--- config.mk ---
export PLATFORM = sky130hd
export DESIGN_NAME = occ_ctrl
export DESIGN_NICKNAME = d
export VERILOG_FILES = /design/src/hw/occ_pkg.sv /design/src/hw/occ_ctrl.sv /design/src/hw/occ_periph_bus_divisor.sv
export SDC_FILE = /design/constraint.sdc
export NUM_CORES = 1
export LEC_CHECK = 0
export ABC_AREA = 0
export BUFFER_PORTS_ARGS = -buffer_cell sky130_fd_sc_hd__buf_4
export CAP_MARGIN = 20
export CORE_UTILIZATION = 49
export CTS_CLUSTER_DIAMETER = 50
export DETAILED_ROUTE_END_ITERATION = 12
export PLACE_DENSITY = 0.8
export SLEW_MARGIN = 10
export SYNTH_ARGS = -nofsm -noshare
export SYNTH_HDL_FRONTEND = slang
export SYNTH_SLANG_ARGS = --single-unit
--- constraint.sdc ---
create_clock -name SYS_CLK -period 3.6 [get_ports SYS_CLK]
set_input_delay 0.36 -clock SYS_CLK [delete_from_list [all_inputs] [get_ports SYS_CLK]]
set_output_delay 0.36 -clock SYS_CLK [all_outputs]
set_load 0.01 [all_outputs]
--- src/hw/occ_pkg.sv ---
// Package: oscillator control register map, field layout, encodings and constants
package occ_pkg;

	// ************************************************************
	// Register map
	// ************************************************************
	localparam logic [11:0] OCC_CTRL_ADDR = 12'h000;
	localparam logic [11:0] OCC_KEY_ADDR = 12'h010;
	localparam logic [31:0] OCC_KEY_FIRST = 32'h5a5a_0f0f;
	localparam logic [31:0] OCC_KEY_SECOND = 32'ha5a5_f0f0;

	// ************************************************************
	// Field positions
	// ************************************************************
	localparam int OCC_ODIV_LSB = 27;
	localparam int OCC_FAST_RC_DIVIDER_LSB = 24;
	localparam int OCC_SECONDARY_OSC_READY_BIT = 22;
	localparam int OCC_PBRDY_BIT = 21;
	localparam int OCC_PERIPH_BUS_DIVISOR_LSB = 19;
	localparam int OCC_MULT_LSB = 16;
	localparam int OCC_CURRENT_SOURCE_LSB = 12;
	localparam int OCC_NEW_SOURCE_LSB = 8;
	localparam int OCC_LOCK_BIT = 7;
	localparam int OCC_USB_PLL_LOCKED_BIT = 6;
	localparam int OCC_SYSTEM_PLL_LOCKED_BIT = 5;
	localparam int OCC_SLEEP_ON_WAIT_BIT = 4;
	localparam int OCC_CF_BIT = 3;
	localparam int OCC_UFRC_BIT = 2;
	localparam int OCC_SECONDARY_OSC_ENABLE_BIT = 1;
	localparam int OCC_SWITCH_REQUEST_BIT = 0;
	localparam int OCC_SWMON_LOCK_BIT = 1;
	localparam logic [31:0] OCC_RSVD_MASK = 32'hc080_8800;

	// ************************************************************
	// Reset values
	// ************************************************************
	localparam logic [2:0] OCC_FAST_RC_DIVIDER_RST = 3'h1;
	localparam logic [2:0] OCC_CURRENT_SOURCE_RST = 3'h0;

	// ************************************************************
	// Encodings and states
	// ************************************************************
	typedef enum logic [2:0] {
		OCC_SRC_FRC = 3'h0,
		OCC_SRC_FRC_PLL = 3'h1,
		OCC_SRC_PRI = 3'h2,
		OCC_SRC_PRI_PLL = 3'h3,
		OCC_SRC_SEC = 3'h4,
		OCC_SRC_LOW_POWER_RC_OSCILLATOR = 3'h5,
		OCC_SRC_FRC_D16 = 3'h6,
		OCC_SRC_FRC_DIV = 3'h7
	} occ_src_t;

	typedef enum logic [1:0] {
		OCC_UNL_NONE = 2'h0,
		OCC_UNL_HALF = 2'h1,
		OCC_UNL_OPEN = 2'h3
	} occ_unl_t;

	typedef enum logic [1:0] {
		OCC_SW_IDLE = 2'h0,
		OCC_SW_WAIT = 2'h1,
		OCC_SW_DONE = 2'h3
	} occ_sw_t;

	// ************************************************************
	// Ratio decoding
	// ************************************************************
	function automatic logic [8:0] occ_div_ratio(input logic [2:0] code);
		occ_div_ratio = (code == 3'h7) ? 9'h100 : (9'h001 << code);
	endfunction

	function automatic logic [4:0] occ_mult_ratio(input logic [2:0] code);
		occ_mult_ratio = (code == 3'h7) ? 5'h18 : (5'h0f + {2'h0, code});
	endfunction

endpackage

--- src/hw/occ_ctrl.sv ---
// Oscillator control and status register with APB slave and switch sequencer
//
// Implementation choices: the register offsets and the APB slave port.
`timescale 1ns/10ps

// Operation
// - PLL output divider code 000..110 divides by 1..64, 111 by 256
// - Fast RC divider uses same encoding, resets to divide by two
// - Secondary oscillator ready reads one only when running and stable
// - Peripheral divisor ready shows whether divisor writes are accepted
// - Peripheral divisor code divides system clock by 1, 2, 4 or 8
// - PLL multiplier codes give 15 through 21, and 24
// - Current source field reports oscillator now driving system clock
// - Eight-code clock source encoding shared by current and new fields
// - New source field writable, loaded from initial source config on reset
// - Lock bit freezes clock and PLL selections when monitor config is 1x
// - With monitor config 0x selections are never locked
// - USB PLL locked bit reflects USB PLL lock or expired timer
// - System PLL locked bit reflects PLL lock or expired timer
// - Sleep on wait bit: one Sleep, zero Idle
// - Control writes accepted only after a two-key unlock sequence
// - Unimplemented bits read zero and ignore writes
// - Config fields load on reset; divisor ready one; fail flag, lock and current source zero
// - Setting switch request starts switch; hardware clears it when done
// - Clock fail flag set when monitor detects failure
// - USB fast RC select chooses USB clock source
// - Secondary oscillator enable bit turns that oscillator on or off
module occ_ctrl
	import occ_pkg::*;
(
	// Clock and reset
	input wire logic SYS_CLK,
	input wire logic NRST,
	// APB slave
	input wire logic PSEL,
	input wire logic PENABLE,
	input wire logic PWRITE,
	input wire logic [11:0] PADDR,
	input wire logic [31:0] PWDATA,
	output logic [31:0] PRDATA,
	output logic PREADY,
	output logic PSLVERR,
	// Configuration words
	input wire logic [2:0] CFG_INITIAL_SOURCE,
	input wire logic [1:0] CFG_SWITCH_MONITOR,
	input wire logic [2:0] CFG_PLL_OUTPUT_DIVIDER,
	input wire logic [2:0] CFG_PLL_MULTIPLIER,
	input wire logic [1:0] CFG_PERIPH_BUS_DIVISOR,
	input wire logic CFG_SECONDARY_OSC_ENABLE,
	// Oscillator status
	input wire logic SECONDARY_OSC_STABLE,
	input wire logic USB_PLL_LOCKED,
	input wire logic SYSTEM_PLL_LOCKED,
	input wire logic FAIL_SAFE_MONITOR_FAIL,
	input wire logic NEW_SOURCE_READY,
	// Clock controls
	output logic [2:0] CURRENT_SOURCE,
	output logic [8:0] PLL_OUTPUT_RATIO,
	output logic [8:0] FAST_RC_RATIO,
	output logic [4:0] PLL_MULT_RATIO,
	output logic PERIPHERAL_BUS_CLOCK_EN,
	output logic SLEEP_ON_WAIT,
	output logic USB_FAST_RC_SELECT,
	output logic SECONDARY_OSC_ENABLE
);
	// ************************************************************
	// State
	// ************************************************************
	logic [2:0] odiv_reg, odiv_next;
	logic [2:0] fast_rc_divider_reg, fast_rc_divider_next;
	logic [1:0] periph_bus_divisor_reg, periph_bus_divisor_next;
	logic [2:0] mult_reg, mult_next;
	logic [2:0] current_source_reg, current_source_next;
	logic [2:0] new_source_reg, new_source_next;
	logic lock_reg, lock_next;
	logic sleep_on_wait_reg, sleep_on_wait_next;
	logic cf_reg, cf_next;
	logic ufrc_reg, ufrc_next;
	logic secondary_osc_enable_reg, secondary_osc_enable_next;
	logic switch_request_reg, switch_request_next;
	occ_sw_t sw_reg, sw_next;
	occ_unl_t unl_reg, unl_next;
	logic [31:0] prdata_reg, prdata_next;
	logic pready_reg, pready_next;
	logic pslverr_reg, pslverr_next;
	logic [8:0] odiv_ratio_reg, frc_ratio_reg;
	logic [4:0] mult_ratio_reg;
	logic setup, access_wr, ctrl_wr, key_wr, mapped;
	logic sel_locked, pb_load, pb_tick, pb_ready;
	logic [31:0] ctrl_word;

	// ************************************************************
	// APB decode
	// ************************************************************
	always_comb begin
		setup = PSEL && !PENABLE;
		access_wr = PSEL && PENABLE && PWRITE && pready_reg;
		if (PADDR == OCC_CTRL_ADDR) begin
			mapped = 1'b1;
		end else if (PADDR == OCC_KEY_ADDR) begin
			mapped = 1'b1;
		end else begin
			mapped = 1'b0;
		end
		ctrl_wr = access_wr && (PADDR == OCC_CTRL_ADDR) && (unl_reg == OCC_UNL_OPEN);
		key_wr = access_wr && (PADDR == OCC_KEY_ADDR);
		sel_locked = lock_reg && CFG_SWITCH_MONITOR[OCC_SWMON_LOCK_BIT];
		pb_load = ctrl_wr && pb_ready && (PWDATA[OCC_PERIPH_BUS_DIVISOR_LSB +: 2] != periph_bus_divisor_reg);
	end

	// Read image; unimplemented bits stay zero
	always_comb begin
		ctrl_word = '0;
		ctrl_word[OCC_ODIV_LSB +: 3] = odiv_reg;
		ctrl_word[OCC_FAST_RC_DIVIDER_LSB +: 3] = fast_rc_divider_reg;
		ctrl_word[OCC_SECONDARY_OSC_READY_BIT] = SECONDARY_OSC_STABLE && secondary_osc_enable_reg;
		ctrl_word[OCC_PBRDY_BIT] = pb_ready;
		ctrl_word[OCC_PERIPH_BUS_DIVISOR_LSB +: 2] = periph_bus_divisor_reg;
		ctrl_word[OCC_MULT_LSB +: 3] = mult_reg;
		ctrl_word[OCC_CURRENT_SOURCE_LSB +: 3] = current_source_reg;
		ctrl_word[OCC_NEW_SOURCE_LSB +: 3] = new_source_reg;
		ctrl_word[OCC_LOCK_BIT] = lock_reg;
		ctrl_word[OCC_USB_PLL_LOCKED_BIT] = USB_PLL_LOCKED;
		ctrl_word[OCC_SYSTEM_PLL_LOCKED_BIT] = SYSTEM_PLL_LOCKED;
		ctrl_word[OCC_SLEEP_ON_WAIT_BIT] = sleep_on_wait_reg;
		ctrl_word[OCC_CF_BIT] = cf_reg;
		ctrl_word[OCC_UFRC_BIT] = ufrc_reg;
		ctrl_word[OCC_SECONDARY_OSC_ENABLE_BIT] = secondary_osc_enable_reg;
		ctrl_word[OCC_SWITCH_REQUEST_BIT] = switch_request_reg;
	end

	// ************************************************************
	// Bus answer: no wait state, read data captured at setup
	// ************************************************************
	always_comb begin
		pready_next = setup;
		pslverr_next = setup && !mapped;
		prdata_next = prdata_reg;
		if (setup && !PWRITE) begin
			prdata_next = (PADDR == OCC_CTRL_ADDR) ? ctrl_word : '0;
		end
	end

	always_ff @(posedge SYS_CLK) begin
		if (!NRST) begin
			prdata_reg <= '0;
			pready_reg <= 1'b0;
			pslverr_reg <= 1'b0;
		end else begin
			prdata_reg <= prdata_next;
			pready_reg <= pready_next;
			pslverr_reg <= pslverr_next;
		end
	end

	// ************************************************************
	// Unlock sequence: two keys, opens one control write
	// ************************************************************
	always_comb begin
		unl_next = unl_reg;
		if (key_wr) begin
			if (PWDATA == OCC_KEY_FIRST) begin
				unl_next = OCC_UNL_HALF;
			end else if (PWDATA == OCC_KEY_SECOND && unl_reg == OCC_UNL_HALF) begin
				unl_next = OCC_UNL_OPEN;
			end else begin
				unl_next = OCC_UNL_NONE;
			end
		end else if (ctrl_wr) begin
			unl_next = OCC_UNL_NONE;
		end
	end

	always_ff @(posedge SYS_CLK) begin
		if (!NRST) begin
			unl_reg <= OCC_UNL_NONE;
		end else begin
			unl_reg <= unl_next;
		end
	end

	// ************************************************************
	// Control fields and switch sequencer
	// ************************************************************
	always_comb begin
		odiv_next = odiv_reg;
		fast_rc_divider_next = fast_rc_divider_reg;
		periph_bus_divisor_next = periph_bus_divisor_reg;
		mult_next = mult_reg;
		new_source_next = new_source_reg;
		lock_next = lock_reg;
		sleep_on_wait_next = sleep_on_wait_reg;
		ufrc_next = ufrc_reg;
		secondary_osc_enable_next = secondary_osc_enable_reg;
		switch_request_next = switch_request_reg;
		current_source_next = current_source_reg;
		cf_next = cf_reg;
		sw_next = sw_reg;
		if (ctrl_wr) begin
			fast_rc_divider_next = PWDATA[OCC_FAST_RC_DIVIDER_LSB +: 3];
			lock_next = PWDATA[OCC_LOCK_BIT];
			sleep_on_wait_next = PWDATA[OCC_SLEEP_ON_WAIT_BIT];
			ufrc_next = PWDATA[OCC_UFRC_BIT];
			secondary_osc_enable_next = PWDATA[OCC_SECONDARY_OSC_ENABLE_BIT];
			// Only a write of zero clears the fail flag
			if (!PWDATA[OCC_CF_BIT]) begin
				cf_next = 1'b0;
			end
			if (pb_ready) begin
				periph_bus_divisor_next = PWDATA[OCC_PERIPH_BUS_DIVISOR_LSB +: 2];
			end
			if (!sel_locked && !switch_request_reg) begin
				odiv_next = PWDATA[OCC_ODIV_LSB +: 3];
				mult_next = PWDATA[OCC_MULT_LSB +: 3];
				new_source_next = PWDATA[OCC_NEW_SOURCE_LSB +: 3];
				switch_request_next = PWDATA[OCC_SWITCH_REQUEST_BIT];
			end
		end
		// Set wins over a simultaneous software clear
		if (FAIL_SAFE_MONITOR_FAIL) begin
			cf_next = 1'b1;
		end
		case (sw_reg)
			OCC_SW_IDLE: begin
				if (switch_request_reg) begin
					sw_next = OCC_SW_WAIT;
				end
			end
			OCC_SW_WAIT: begin
				if (NEW_SOURCE_READY) begin
					sw_next = OCC_SW_DONE;
				end
			end
			OCC_SW_DONE: begin
				current_source_next = new_source_reg;
				switch_request_next = 1'b0;
				sw_next = OCC_SW_IDLE;
			end
			default: begin
				sw_next = OCC_SW_IDLE;
			end
		endcase
	end

	// Reset is synchronous, so sampling the config words here is safe
	always_ff @(posedge SYS_CLK) begin
		if (!NRST) begin
			odiv_reg <= CFG_PLL_OUTPUT_DIVIDER;
			fast_rc_divider_reg <= OCC_FAST_RC_DIVIDER_RST;
			periph_bus_divisor_reg <= CFG_PERIPH_BUS_DIVISOR;
			mult_reg <= CFG_PLL_MULTIPLIER;
			new_source_reg <= CFG_INITIAL_SOURCE;
			current_source_reg <= OCC_CURRENT_SOURCE_RST;
			secondary_osc_enable_reg <= CFG_SECONDARY_OSC_ENABLE;
			lock_reg <= 1'b0;
			sleep_on_wait_reg <= 1'b0;
			cf_reg <= 1'b0;
			ufrc_reg <= 1'b0;
			switch_request_reg <= 1'b0;
			sw_reg <= OCC_SW_IDLE;
			odiv_ratio_reg <= occ_div_ratio(CFG_PLL_OUTPUT_DIVIDER);
			frc_ratio_reg <= occ_div_ratio(OCC_FAST_RC_DIVIDER_RST);
			mult_ratio_reg <= occ_mult_ratio(CFG_PLL_MULTIPLIER);
		end else begin
			odiv_reg <= odiv_next;
			fast_rc_divider_reg <= fast_rc_divider_next;
			periph_bus_divisor_reg <= periph_bus_divisor_next;
			mult_reg <= mult_next;
			new_source_reg <= new_source_next;
			current_source_reg <= current_source_next;
			secondary_osc_enable_reg <= secondary_osc_enable_next;
			lock_reg <= lock_next;
			sleep_on_wait_reg <= sleep_on_wait_next;
			cf_reg <= cf_next;
			ufrc_reg <= ufrc_next;
			switch_request_reg <= switch_request_next;
			sw_reg <= sw_next;
			odiv_ratio_reg <= occ_div_ratio(odiv_next);
			frc_ratio_reg <= occ_div_ratio(fast_rc_divider_next);
			mult_ratio_reg <= occ_mult_ratio(mult_next);
		end
	end

	// ************************************************************
	// Peripheral bus clock enable
	// ************************************************************
	occ_periph_bus_divisor #(.CNT_W(3)) u_periph_bus_divisor (
		.clk(SYS_CLK),
		.nrst(NRST),
		.div_code(periph_bus_divisor_next),
		.load(pb_load),
		.tick(pb_tick),
		.ready(pb_ready)
	);

	assign PRDATA = prdata_reg;
	assign PREADY = pready_reg;
	assign PSLVERR = pslverr_reg;
	assign CURRENT_SOURCE = current_source_reg;
	assign PLL_OUTPUT_RATIO = odiv_ratio_reg;
	assign FAST_RC_RATIO = frc_ratio_reg;
	assign PLL_MULT_RATIO = mult_ratio_reg;
	assign PERIPHERAL_BUS_CLOCK_EN = pb_tick;
	assign SLEEP_ON_WAIT = sleep_on_wait_reg;
	assign USB_FAST_RC_SELECT = ufrc_reg;
	assign SECONDARY_OSC_ENABLE = secondary_osc_enable_reg;
endmodule // occ_ctrl

--- src/hw/occ_periph_bus_divisor.sv ---
// Peripheral bus clock enable divider with divisor-ready status
`timescale 1ns/10ps

module occ_periph_bus_divisor
	import occ_pkg::*;
#(
	parameter int CNT_W = 3
) (
	// Clock and reset
	input wire logic clk,
	input wire logic nrst,
	// Control
	input wire logic [1:0] div_code,
	input wire logic load,
	// Status
	output logic tick,
	output logic ready
);
	logic [CNT_W-1:0] cnt_reg;
	logic [CNT_W-1:0] cnt_next;
	logic [CNT_W-1:0] limit;
	logic tick_reg;
	logic tick_next;
	logic ready_reg;
	logic ready_next;

	// ************************************************************
	// Divide by 1, 2, 4 or 8
	// ************************************************************
	always_comb begin
		limit = CNT_W'((4'h1 << div_code) - 4'h1);
		tick_next = 1'b0;
		cnt_next = cnt_reg;
		ready_next = ready_reg;
		if (load) begin
			// Restart so the new divisor never produces a runt period
			cnt_next = '0;
			ready_next = 1'b0;
		end else if (cnt_reg >= limit) begin
			cnt_next = '0;
			tick_next = 1'b1;
			ready_next = 1'b1;
		end else begin
			cnt_next = cnt_reg + CNT_W'(1);
		end
	end

	always_ff @(posedge clk) begin
		if (!nrst) begin
			cnt_reg <= '0;
			tick_reg <= 1'b0;
			ready_reg <= 1'b1;
		end else begin
			cnt_reg <= cnt_next;
			tick_reg <= tick_next;
			ready_reg <= ready_next;
		end
	end

	assign tick = tick_reg;
	assign ready = ready_reg;

endmodule // occ_periph_bus_divisor

==> results.cfg, run 1 <==
[timing]
finalHoldViolCount = 0
setup_viol = 0
fin_ws_ns = 0.652
setup_tns_ns = 0
tightest_slew_ns = 0.730
rsz0062_at_grt = false
period_needed_ns = 2.95
relSlewSlack_pct = 51.4
slew_violations = 0
fmax_ghz = 0.339
fin_skew_ns = 0.00798
period_share_pct = 81.9

[critical_path]
r2r-end = u_periph_bus_divisor.cnt_reg[1]
cp-end-kind = flip-flop
arrival_ns = 3.22
worstPathCellList = buf_4 -> or4_4 -> nor4_1 -> and3b_1 -> nand2_1 -> mux2i_1 -> nand2_1 -> ha_1 -> nand2b_1 -> a21o_1 -> a21o_1 -> or2_2 -> nor2_1
regToRegSetupSlack_ns = 0.95
critPathKind = input pin to flip-flop
reg2regPathDepth = 12
cp_slowest_cell = or4_4
reg2reg_from = unl_reg[1]
critPathMaxFanout = 4
slowest_delay_ns = 0.55
critPathRequiredTime_ns = 3.87
cp-start-kind = input pin

[logic_synthesis]
ys_warn_count = 0
synth_edf_count = 4
ys_seq_area_share_pct = 49.2
synthesis.area_um2 = 3460
synth-seq-cells = 83
synth.avg_cell_area_um2 = 9.33
synthArstFlopShare_pct = 0
synth_cells = 371
synth_ff_type = dfxtp_1
yosysUniqueCellTypes = 51

[final_layout]
areaGrowthSynthToFinish_pct = 34.0
layout.nets = 564
design_area_um2 = 4640
fillers = 554
stdcell_count = 589
n_antenna_cell = 0
seq_area_um2 = 1700
utilization_pct = 68.3
multi_input_area_um2 = 1610
drive_gt1_share_pct = 31.8
largest_reg_flops = 27

[die]
die_w_um = 86.1
core_area_um2 = 6790
die_y_um = 86.1
start_util_pct = 51.0
placementRows = 30
io_pins = 132
dieArea_um2 = 7410

[placed_design]
pre_cts_ws_ns = 0.336
post_dp_cell_area_um2 = 4430
post-dp-hpwl_mm = 6.53
placed_cells = 575
port_buffers = 124
gp_congestion = 0.806

[min_path]
min_path_cells = 2
min_to = PREADY
hold_class = input pin to flip-flop
worst_hold_startpoint = PENABLE

[clock_tree]
cts_tree = yes
cts-root-buf = clkbuf_8
clk_latency_ns = 0.35
clk_pin_slew_ns = 0.07
hold_buffers = 0
htreeDepth = 3
clock-sinks = 83
numCtsBuffers = 9
postCtsSetupBuffers = 0
cts_resized = 0
cts_max_path_buffers = 2

[run]
max_cap_violations = 0

[detailed_routing]
vias_per_cell = 5.29
dr.first_iter.drc_count = 140
drt_wl_total_mm = 8.99
drtPass1Iterations = 4
wl_per_cell_um = 15.3
vias = 3116
antenna_left = 0
drc = 0

[global_route]
grt_remaining_overflow = 0
grt_max_degree = 41
grt_pass1_vias = 2979
track_usage_pct = 24.6
antenna_found_initial = 0
grt_pass1_wl_mm = 14.1

[pwr]
irDropWorstVdd_v = 0.000229
p_per_area_nw_per_um2 = 426
leakage_nw = 2.09

[run_status]
status = completed
critical path, delay by kind of cell:
family | cells | cell delay, ns
AND/OR/NAND/NOR | 8 | 1.84
AO/OA/AOI/OAI | 2 | 0.36
adder cells (fa/ha/maj) | 1 | 0.28
buffers and inverters | 1 | 0.11
multiplexers | 1 | 0.28
cell type report:
class | instances | area share (%)
clock inverters | 2 | 1.29
inverters | 11 | 0.890
clock buffers | 12 | 3.34
flip-flops and latches | 83 | 36.7
well taps | 96 | 2.59
multi-input cells | 258 | 34.7
repair buffers | 127 | 20.5
cell usage after synthesis, types with 7 or more instances:
cell / n / area [um^2]
dfxtp_1: 79 / 1580
mux2i_1: 11 / 110
clkbuf_1: 11 / 41.3
a21oi_1: 21 / 105
nand2b_1: 7 / 43.8
nand3_1: 10 / 50.1
nor2_1: 52 / 195
inv_1: 11 / 41.3
a22oi_1: 26 / 195
buf_4: 9 / 67.6
o21ai_0: 7 / 35.0
nand2_1: 31 / 116
layout by cell type, fill, tap and decap left out, types with 7 or more instances in the layout:
cell type and count:
o21ai_0 7, conb_1 7, a22oi_1 26, nand2b_1 7
a21oi_1 21, inv_1 11, nand3_1 10, clkbuf_8 11
nor2_1 52, buf_4 127, dfxtp_1 79, mux2i_1 11
nand2_1 31
per-layer routing:
layer,vias to the layer above,GRT usage (%),wire length [um]
met1,1451,28.9,3740
met2,111,42.6,4430
met5,-,0,0
li1,1541,-,-
met3,13,5.97,697
met4,0,10.5,132
logic make-up (layout without fill, tap and decap cells):
family,count (synthesis),after routing,share of synthesized area [%]
multiplexers,18,18,5.89
flip-flops,83,83,49.2
adder cells (fa/ha/maj),6,6,2.17
buffers and inverters,36,152,5.20
AND/OR/NAND/NOR,152,152,23.1
other,1,7,0.108
XOR/XNOR,3,3,0.759
AO/OA/AOI/OAI,72,72,13.7
through the flow:
step | total power, W | hold WS, ns
after floorplan | 0.00114 | 0.417
after global placement | 0.00125 | 0.431
after detailed placement | 0.00127 | 0.459
after CTS | 0.00199 | 0.187
after global routing | 0.00206 | 0.193
final | 0.00198 | 0.195
power breakdown:
part	internal, W	leakage, nW	switching [W]
Clock	0.000422	0.109	0.000307
Combinational	0.000132	1.30	0.000125
Sequential	0.000966	0.683	0.0000248
how the worst max path moves through the flow:
| stage | from | to |
|---|---|---|
| 2_1_floorplan | PADDR[10] | u_periph_bus_divisor.cnt_reg[2] |
| 3_3_place_gp | PADDR[10] | u_periph_bus_divisor.cnt_reg[2] |
| 3_5_place_dp | PADDR[10] | u_periph_bus_divisor.cnt_reg[1] |
| 4_1_cts | PADDR[10] | u_periph_bus_divisor.cnt_reg[1] |
| 5_1_grt | PADDR[10] | u_periph_bus_divisor.cnt_reg[1] |
| 6_report | PADDR[10] | u_periph_bus_divisor.cnt_reg[1] |
Note: power is estimated with default switching activity, not from simulation.
==> inputs of run 2 (changes only) <==
--- a/config.mk
+++ b/config.mk
@@ -8,10 +8,10 @@
 export ABC_AREA = 0
 export BUFFER_PORTS_ARGS = -buffer_cell sky130_fd_sc_hd__buf_4
 export CAP_MARGIN = 20
-export CORE_UTILIZATION = 49
+export CORE_UTILIZATION = 44
 export CTS_CLUSTER_DIAMETER = 50
 export DETAILED_ROUTE_END_ITERATION = 12
-export PLACE_DENSITY = 0.8
+export PLACE_DENSITY = 0.76
 export SLEW_MARGIN = 10
 export SYNTH_ARGS = -nofsm -noshare
 export SYNTH_HDL_FRONTEND = slang
==> constraint.sdc (replaced) <==
create_clock -name SYS_CLK -period 2.4 [get_ports SYS_CLK]
set_input_delay 0.24 -clock SYS_CLK [delete_from_list [all_inputs] [get_ports SYS_CLK]]
set_output_delay 0.24 -clock SYS_CLK [all_outputs]
set_load 0.01 [all_outputs]
==> results.cfg, run 2 (same netlist as run 1, synthesis figures left out) <==
[detailed_routing]
dr.first_iter.drc_count = 120
drt_wl_total_mm = 9.43
drc = 0
vias_per_cell = 5.37
drtPass1Iterations = 5
antenna_left = 0
vias = 3246
wl_per_cell_um = 15.6

[clock_tree]
cts_max_path_buffers = 2
cts-root-buf = clkbuf_8
clock-sinks = 83
numCtsBuffers = 9
cts_tree = yes
hold_buffers = 0
htreeDepth = 3
clk_pin_slew_ns = 0.08
clk_latency_ns = 0.36

[die]
placementRows = 31
die_w_um = 90.7
dieArea_um2 = 8230
die_y_um = 90.7
core_area_um2 = 7450
start_util_pct = 46.5
io_pins = 132

[final_layout]
final_common_cell = buf_4
areaGrowthSynthToFinish_pct = 38.5
stdcell_count = 604
layout.nets = 575
largest_reg_flops = 27
utilization_pct = 64.4
n_antenna_cell = 0
final_cell_mix = buf_4, dfxtp_1, nor2_1, nand2_1, a22oi_1
drive_gt1_share_pct = 34.9

[timing]
period_share_pct = 105
setup_viol = 4
setup_tns_ns = -0.399
slew_violations = 0
fin_skew_ns = 0.00755
tightest_slew_ns = 0.619
fmax_ghz = 0.396
finalHoldViolCount = 0
fin_ws_ns = -0.124
relSlewSlack_pct = 58.7
period_needed_ns = 2.52
rsz0062_at_grt = true

[run_status]
violations = negative setup slack
status = finished, violations left

[placed_design]
post-dp-hpwl_mm = 6.91
port_buffers = 124
pre_cts_ws_ns = -0.550
gp_congestion = 0.844
placed_cells = 588

[pwr]
power_frac_seq_pct = 48.7
pwr-share-comb_pct = 13.8
sw_frac_of_total_pct = 24.1
irDropWorstVdd_v = 0.000333
p_clk_share_pct = 37.4
internal_power_w = 0.00231
power.switching_w = 0.000735
leakage_nw = 2.15
p_per_area_nw_per_um2 = 636

[critical_path]
critPathKind = input pin to flip-flop
reg2regPathDepth = 12
r2r-end = u_periph_bus_divisor.cnt_reg[1]
reg2reg_from = unl_reg[1]
cp-end-kind = flip-flop
cp-start-kind = input pin
critPathLaunch = PADDR[6]
regToRegSetupSlack_ns = 0
critPathRequiredTime_ns = 2.70
arrival_ns = 2.83
critPathMaxFanout = 4

[min_path]
min_to = PREADY
min_path_cells = 2
hold_class = input pin to flip-flop
worst_hold_startpoint = PENABLE

[global_route]
grt_pass1_vias = 3121
antenna_found_initial = 0
grt_max_degree = 39
grt_remaining_overflow = 0
grt_pass1_wl_mm = 14.8
track_usage_pct = 22.6

[run]
max_cap_violations = 0
## run 2: final cells by class
type | instances | area, um^2
fillers | 655 | 2650
flip-flops and latches | 83 | 1700
multi-input cells | 258 | 1660
repair buffers | 138 | 1040
clock buffers | 11 | 153
well taps | 99 | 124
clock inverters | 4 | 73.8
inverters | 11 | 41.3
## run 2: per-stage QoR
step	instance area (um^2)	power [W]	hold slack (ns)
after global placement	4510	0.00190	0.425
after floorplan	3490	0.00172	0.324
after detailed placement	4510	0.00191	0.433
final	4790	0.00305	0.0577
after CTS	4780	0.00304	0.0543
after global routing	4790	0.00315	0.0751
## run 2: critical path: stages
cell	delay, ns
buf_6	0.09
or4_4	0.52
nor4_1	0.25
and3b_2	0.27
nand2_4	0.09
mux2i_4	0.20
nand2_1	0.08
ha_1	0.27
nand2b_4	0.13
a21o_1	0.17
a21o_1	0.17
or2_4	0.25
nor2_2	0.10
## run 2: how the worst max path moves through the flow
| stage | endpoint | depth (start not counted) |
|---|---|---|
| 6_report | u_periph_bus_divisor.cnt_reg[1] | 13 |
| 5_1_grt | u_periph_bus_divisor.cnt_reg[1] | 13 |
| 4_1_cts | u_periph_bus_divisor.cnt_reg[0] | 13 |
| 3_5_place_dp | u_periph_bus_divisor.cnt_reg[1] | 13 |
| 3_3_place_gp | u_periph_bus_divisor.cnt_reg[2] | 13 |
| 2_1_floorplan | u_periph_bus_divisor.cnt_reg[0] | 12 |
## run 2: timing repair
item                       in CTS  in global routing
gates cloned                    0                  0
setup endpoints to repair       5                  5
resized for setup               7                  2
buffers inserted                1                  0
pin swaps                       2                  1
## run 2: metal layers
layer / share of wire, % / vias to the layer above / GRT usage [%] / wire length (um)
met5: 0 / - / 0 / 0
met4: 2.2 / 0 / 10.8 / 204
met3: 7.7 / 18 / 4.97 / 730
met2: 49 / 139 / 38.8 / 4620
met1: 41 / 1524 / 26.7 / 3870
li1: - / 1565 / - / -
## run 2: power groups by stage
stage	registers (W)	logic (W)	clock network [W]
floorplan	0.00152	0.000195	0
global placement	0.00151	0.000382	0
detailed placement	0.00152	0.000392	0
CTS	0.00149	0.000406	0.00115
global route	0.00149	0.000458	0.00120
finish	0.00149	0.000422	0.00114
==> inputs of run 3 (changes only) <==
--- a/config.mk
+++ b/config.mk
@@ -7,10 +7,10 @@
 export LEC_CHECK = 0
 export ABC_AREA = 0
 export BUFFER_PORTS_ARGS = -buffer_cell sky130_fd_sc_hd__buf_4
-export CAP_MARGIN = 20
 export CORE_UTILIZATION = 44
 export CTS_CLUSTER_DIAMETER = 50
 export DETAILED_ROUTE_END_ITERATION = 12
+export GPL_TIMING_DRIVEN = 0
 export PLACE_DENSITY = 0.76
 export SLEW_MARGIN = 10
 export SYNTH_ARGS = -nofsm -noshare
==> results.cfg, run 3 (same netlist as run 1, synthesis figures left out) <==
[timing]
fmax_ghz = 0.404
tightest_slew_ns = 0.534
finalHoldViolCount = 0
period_needed_ns = 2.48
relSlewSlack_pct = 63.4
period_share_pct = 103
setup_tns_ns = -0.223
fin_skew_ns = 0.00582
setup_viol = 4
rsz0062_at_grt = true
slew_violations = 0
fin_ws_ns = -0.0754

[clock_tree]
numCtsBuffers = 9
clk_pin_slew_ns = 0.08
htreeDepth = 3
clk_latency_ns = 0.35
cts-root-buf = clkbuf_8
cts_tree = yes
clock-sinks = 83
cts_max_path_buffers = 2
hold_buffers = 0

[die]
start_util_pct = 46.5
placementRows = 31
die_w_um = 90.7
core_area_um2 = 7450
die_y_um = 90.7
io_pins = 132
dieArea_um2 = 8230

[detailed_routing]
drc = 0
antenna_left = 0
vias = 3292
wl_per_cell_um = 15.5
drt_wl_total_mm = 9.63
vias_per_cell = 5.30
dr.first_iter.drc_count = 196
drtPass1Iterations = 4

[min_path]
min_path_cells = 2
worst_hold_startpoint = PENABLE
min_to = PREADY
hold_class = input pin to flip-flop

[placed_design]
gp_congestion = 0.805
pre_cts_ws_ns = -0.648
post_dp_cell_area_um2 = 4550
port_buffers = 124
post-dp-hpwl_mm = 7.28

[pwr]
leakage_nw = 2.17
sw_frac_of_total_pct = 25.8
p_per_area_nw_per_um2 = 588
irDropWorstVdd_v = 0.000336
p_clk_share_pct = 32.1
pwr-share-comb_pct = 15.5
internal_power_w = 0.00211
power.total_w = 0.00284
power.switching_w = 0.000732
power_frac_seq_pct = 52.3

[final_layout]
design_area_um2 = 4830
final_common_cell = buf_4
utilization_pct = 64.9
areaGrowthSynthToFinish_pct = 39.6
layout.nets = 592
n_antenna_cell = 0
fillers = 645
largest_reg_flops = 27
drive_gt1_share_pct = 35.8
final_cell_mix = buf_4, dfxtp_1, nor2_1, nand2_1, a22oi_1

[critical_path]
cp-start-kind = input pin
critPathKind = input pin to flip-flop
critPathRequiredTime_ns = 2.69
critPathMaxFanout = 4
r2r-end = u_periph_bus_divisor.cnt_reg[2]
cp-end-kind = flip-flop
regToRegSetupSlack_ns = -0.08
reg2reg_from = unl_reg[1]
reg2regPathDepth = 12
arrival_ns = 2.76

[global_route]
grt_use_met1_pct = 28.2
grt_pass1_wl_mm = 15.5
busiest_layer = met2
grt_remaining_overflow = 0
track_usage_pct = 23.6
grt_util_met2_pct = 40.2
grt_max_degree = 14
antenna_found_initial = 0
grt_pass1_vias = 3238
use_met3_pct = 5.89

[run]
max_cap_violations = 0

[run_status]
status = finished, violations left
violations = negative setup slack
## run 3: cell types whose count changed in the layout (fill, tap and decap cells not counted), sizes merged
cell	before	now
clkinvlp	0	1
buf	138	144
bufinv	2	0
inv	11	12
clkbuf	11	22
## run 3: metal layers
metal | share of wire [%] | vias up
li1 | - | 1599
met4 | 1.6 | 0
met2 | 49 | 135
met5 | 0 | -
met1 | 42 | 1543
met3 | 7.5 | 15
## run 3: stage by stage
stage | instances | hold WS, ns
floorplan | 377 | 0.324
global placement | 600 | 0.426
detailed placement | 600 | 0.431
CTS | 619 | 0.0659
global route | 621 | 0.0654
finish | 621 | 0.0723
## run 3: area by class of cell
cell class	count	area, um^2	share of cell area [%]
Buffer	25	139	2.87
Clock buffer	11	153	3.16
Clock inverter	4	23.8	0.492
Inverter	11	41.3	0.854
Multi-Input combinational cell	258	1670	34.5
Sequential cell	83	1700	35.3
Tap cell	99	124	2.56
Timing Repair Buffer	130	983	20.3
## run 3: how the worst max path moves through the flow
stage                     slack [ns]  depth (start not counted)                         endpoint        from
final                          -0.08                         13  u_periph_bus_divisor.cnt_reg[2]    PADDR[1]
after global placement         -0.55                         13  u_periph_bus_divisor.cnt_reg[0]    PADDR[6]
after CTS                      -0.16                         13  u_periph_bus_divisor.cnt_reg[2]   PADDR[10]
after detailed placement       -0.65                         13  u_periph_bus_divisor.cnt_reg[2]    PADDR[6]
after floorplan                -0.29                         12  u_periph_bus_divisor.cnt_reg[0]    PADDR[6]
after global routing           -0.18                         12  u_periph_bus_divisor.cnt_reg[2]  unl_reg[0]
## run 3: power groups by stage
stage	Sequential [W]	Clock [W]	Combinational [W]
3_3_place_gp	0.00151	0	0.000391
2_1_floorplan	0.00152	0	0.000195
4_1_cts	0.00149	0.000929	0.000416
5_1_grt	0.00149	0.000993	0.000482
3_5_place_dp	0.00152	0	0.000401
6_report	0.00149	0.000914	0.000442
## run 3: repair_timing
item	4_1_cts	5_1_grt
resized for setup	7	8
pin swaps	5	3
endpoints found under the setup margin	5	5
endpoints found under the hold margin	0	0
buffers inserted	4	2
## run 3: critical path, stage by stage
cell and delay, ns:
buf_4 0.10, or3_1 0.43, nor4_2 0.23, and3b_2 0.27, nand2_4 0.09, mux2i_4 0.21, nand2_1 0.08, ha_1 0.27
nand2b_4 0.13, a21o_1 0.17, a21o_1 0.17, or2_4 0.26, nor2_2 0.10
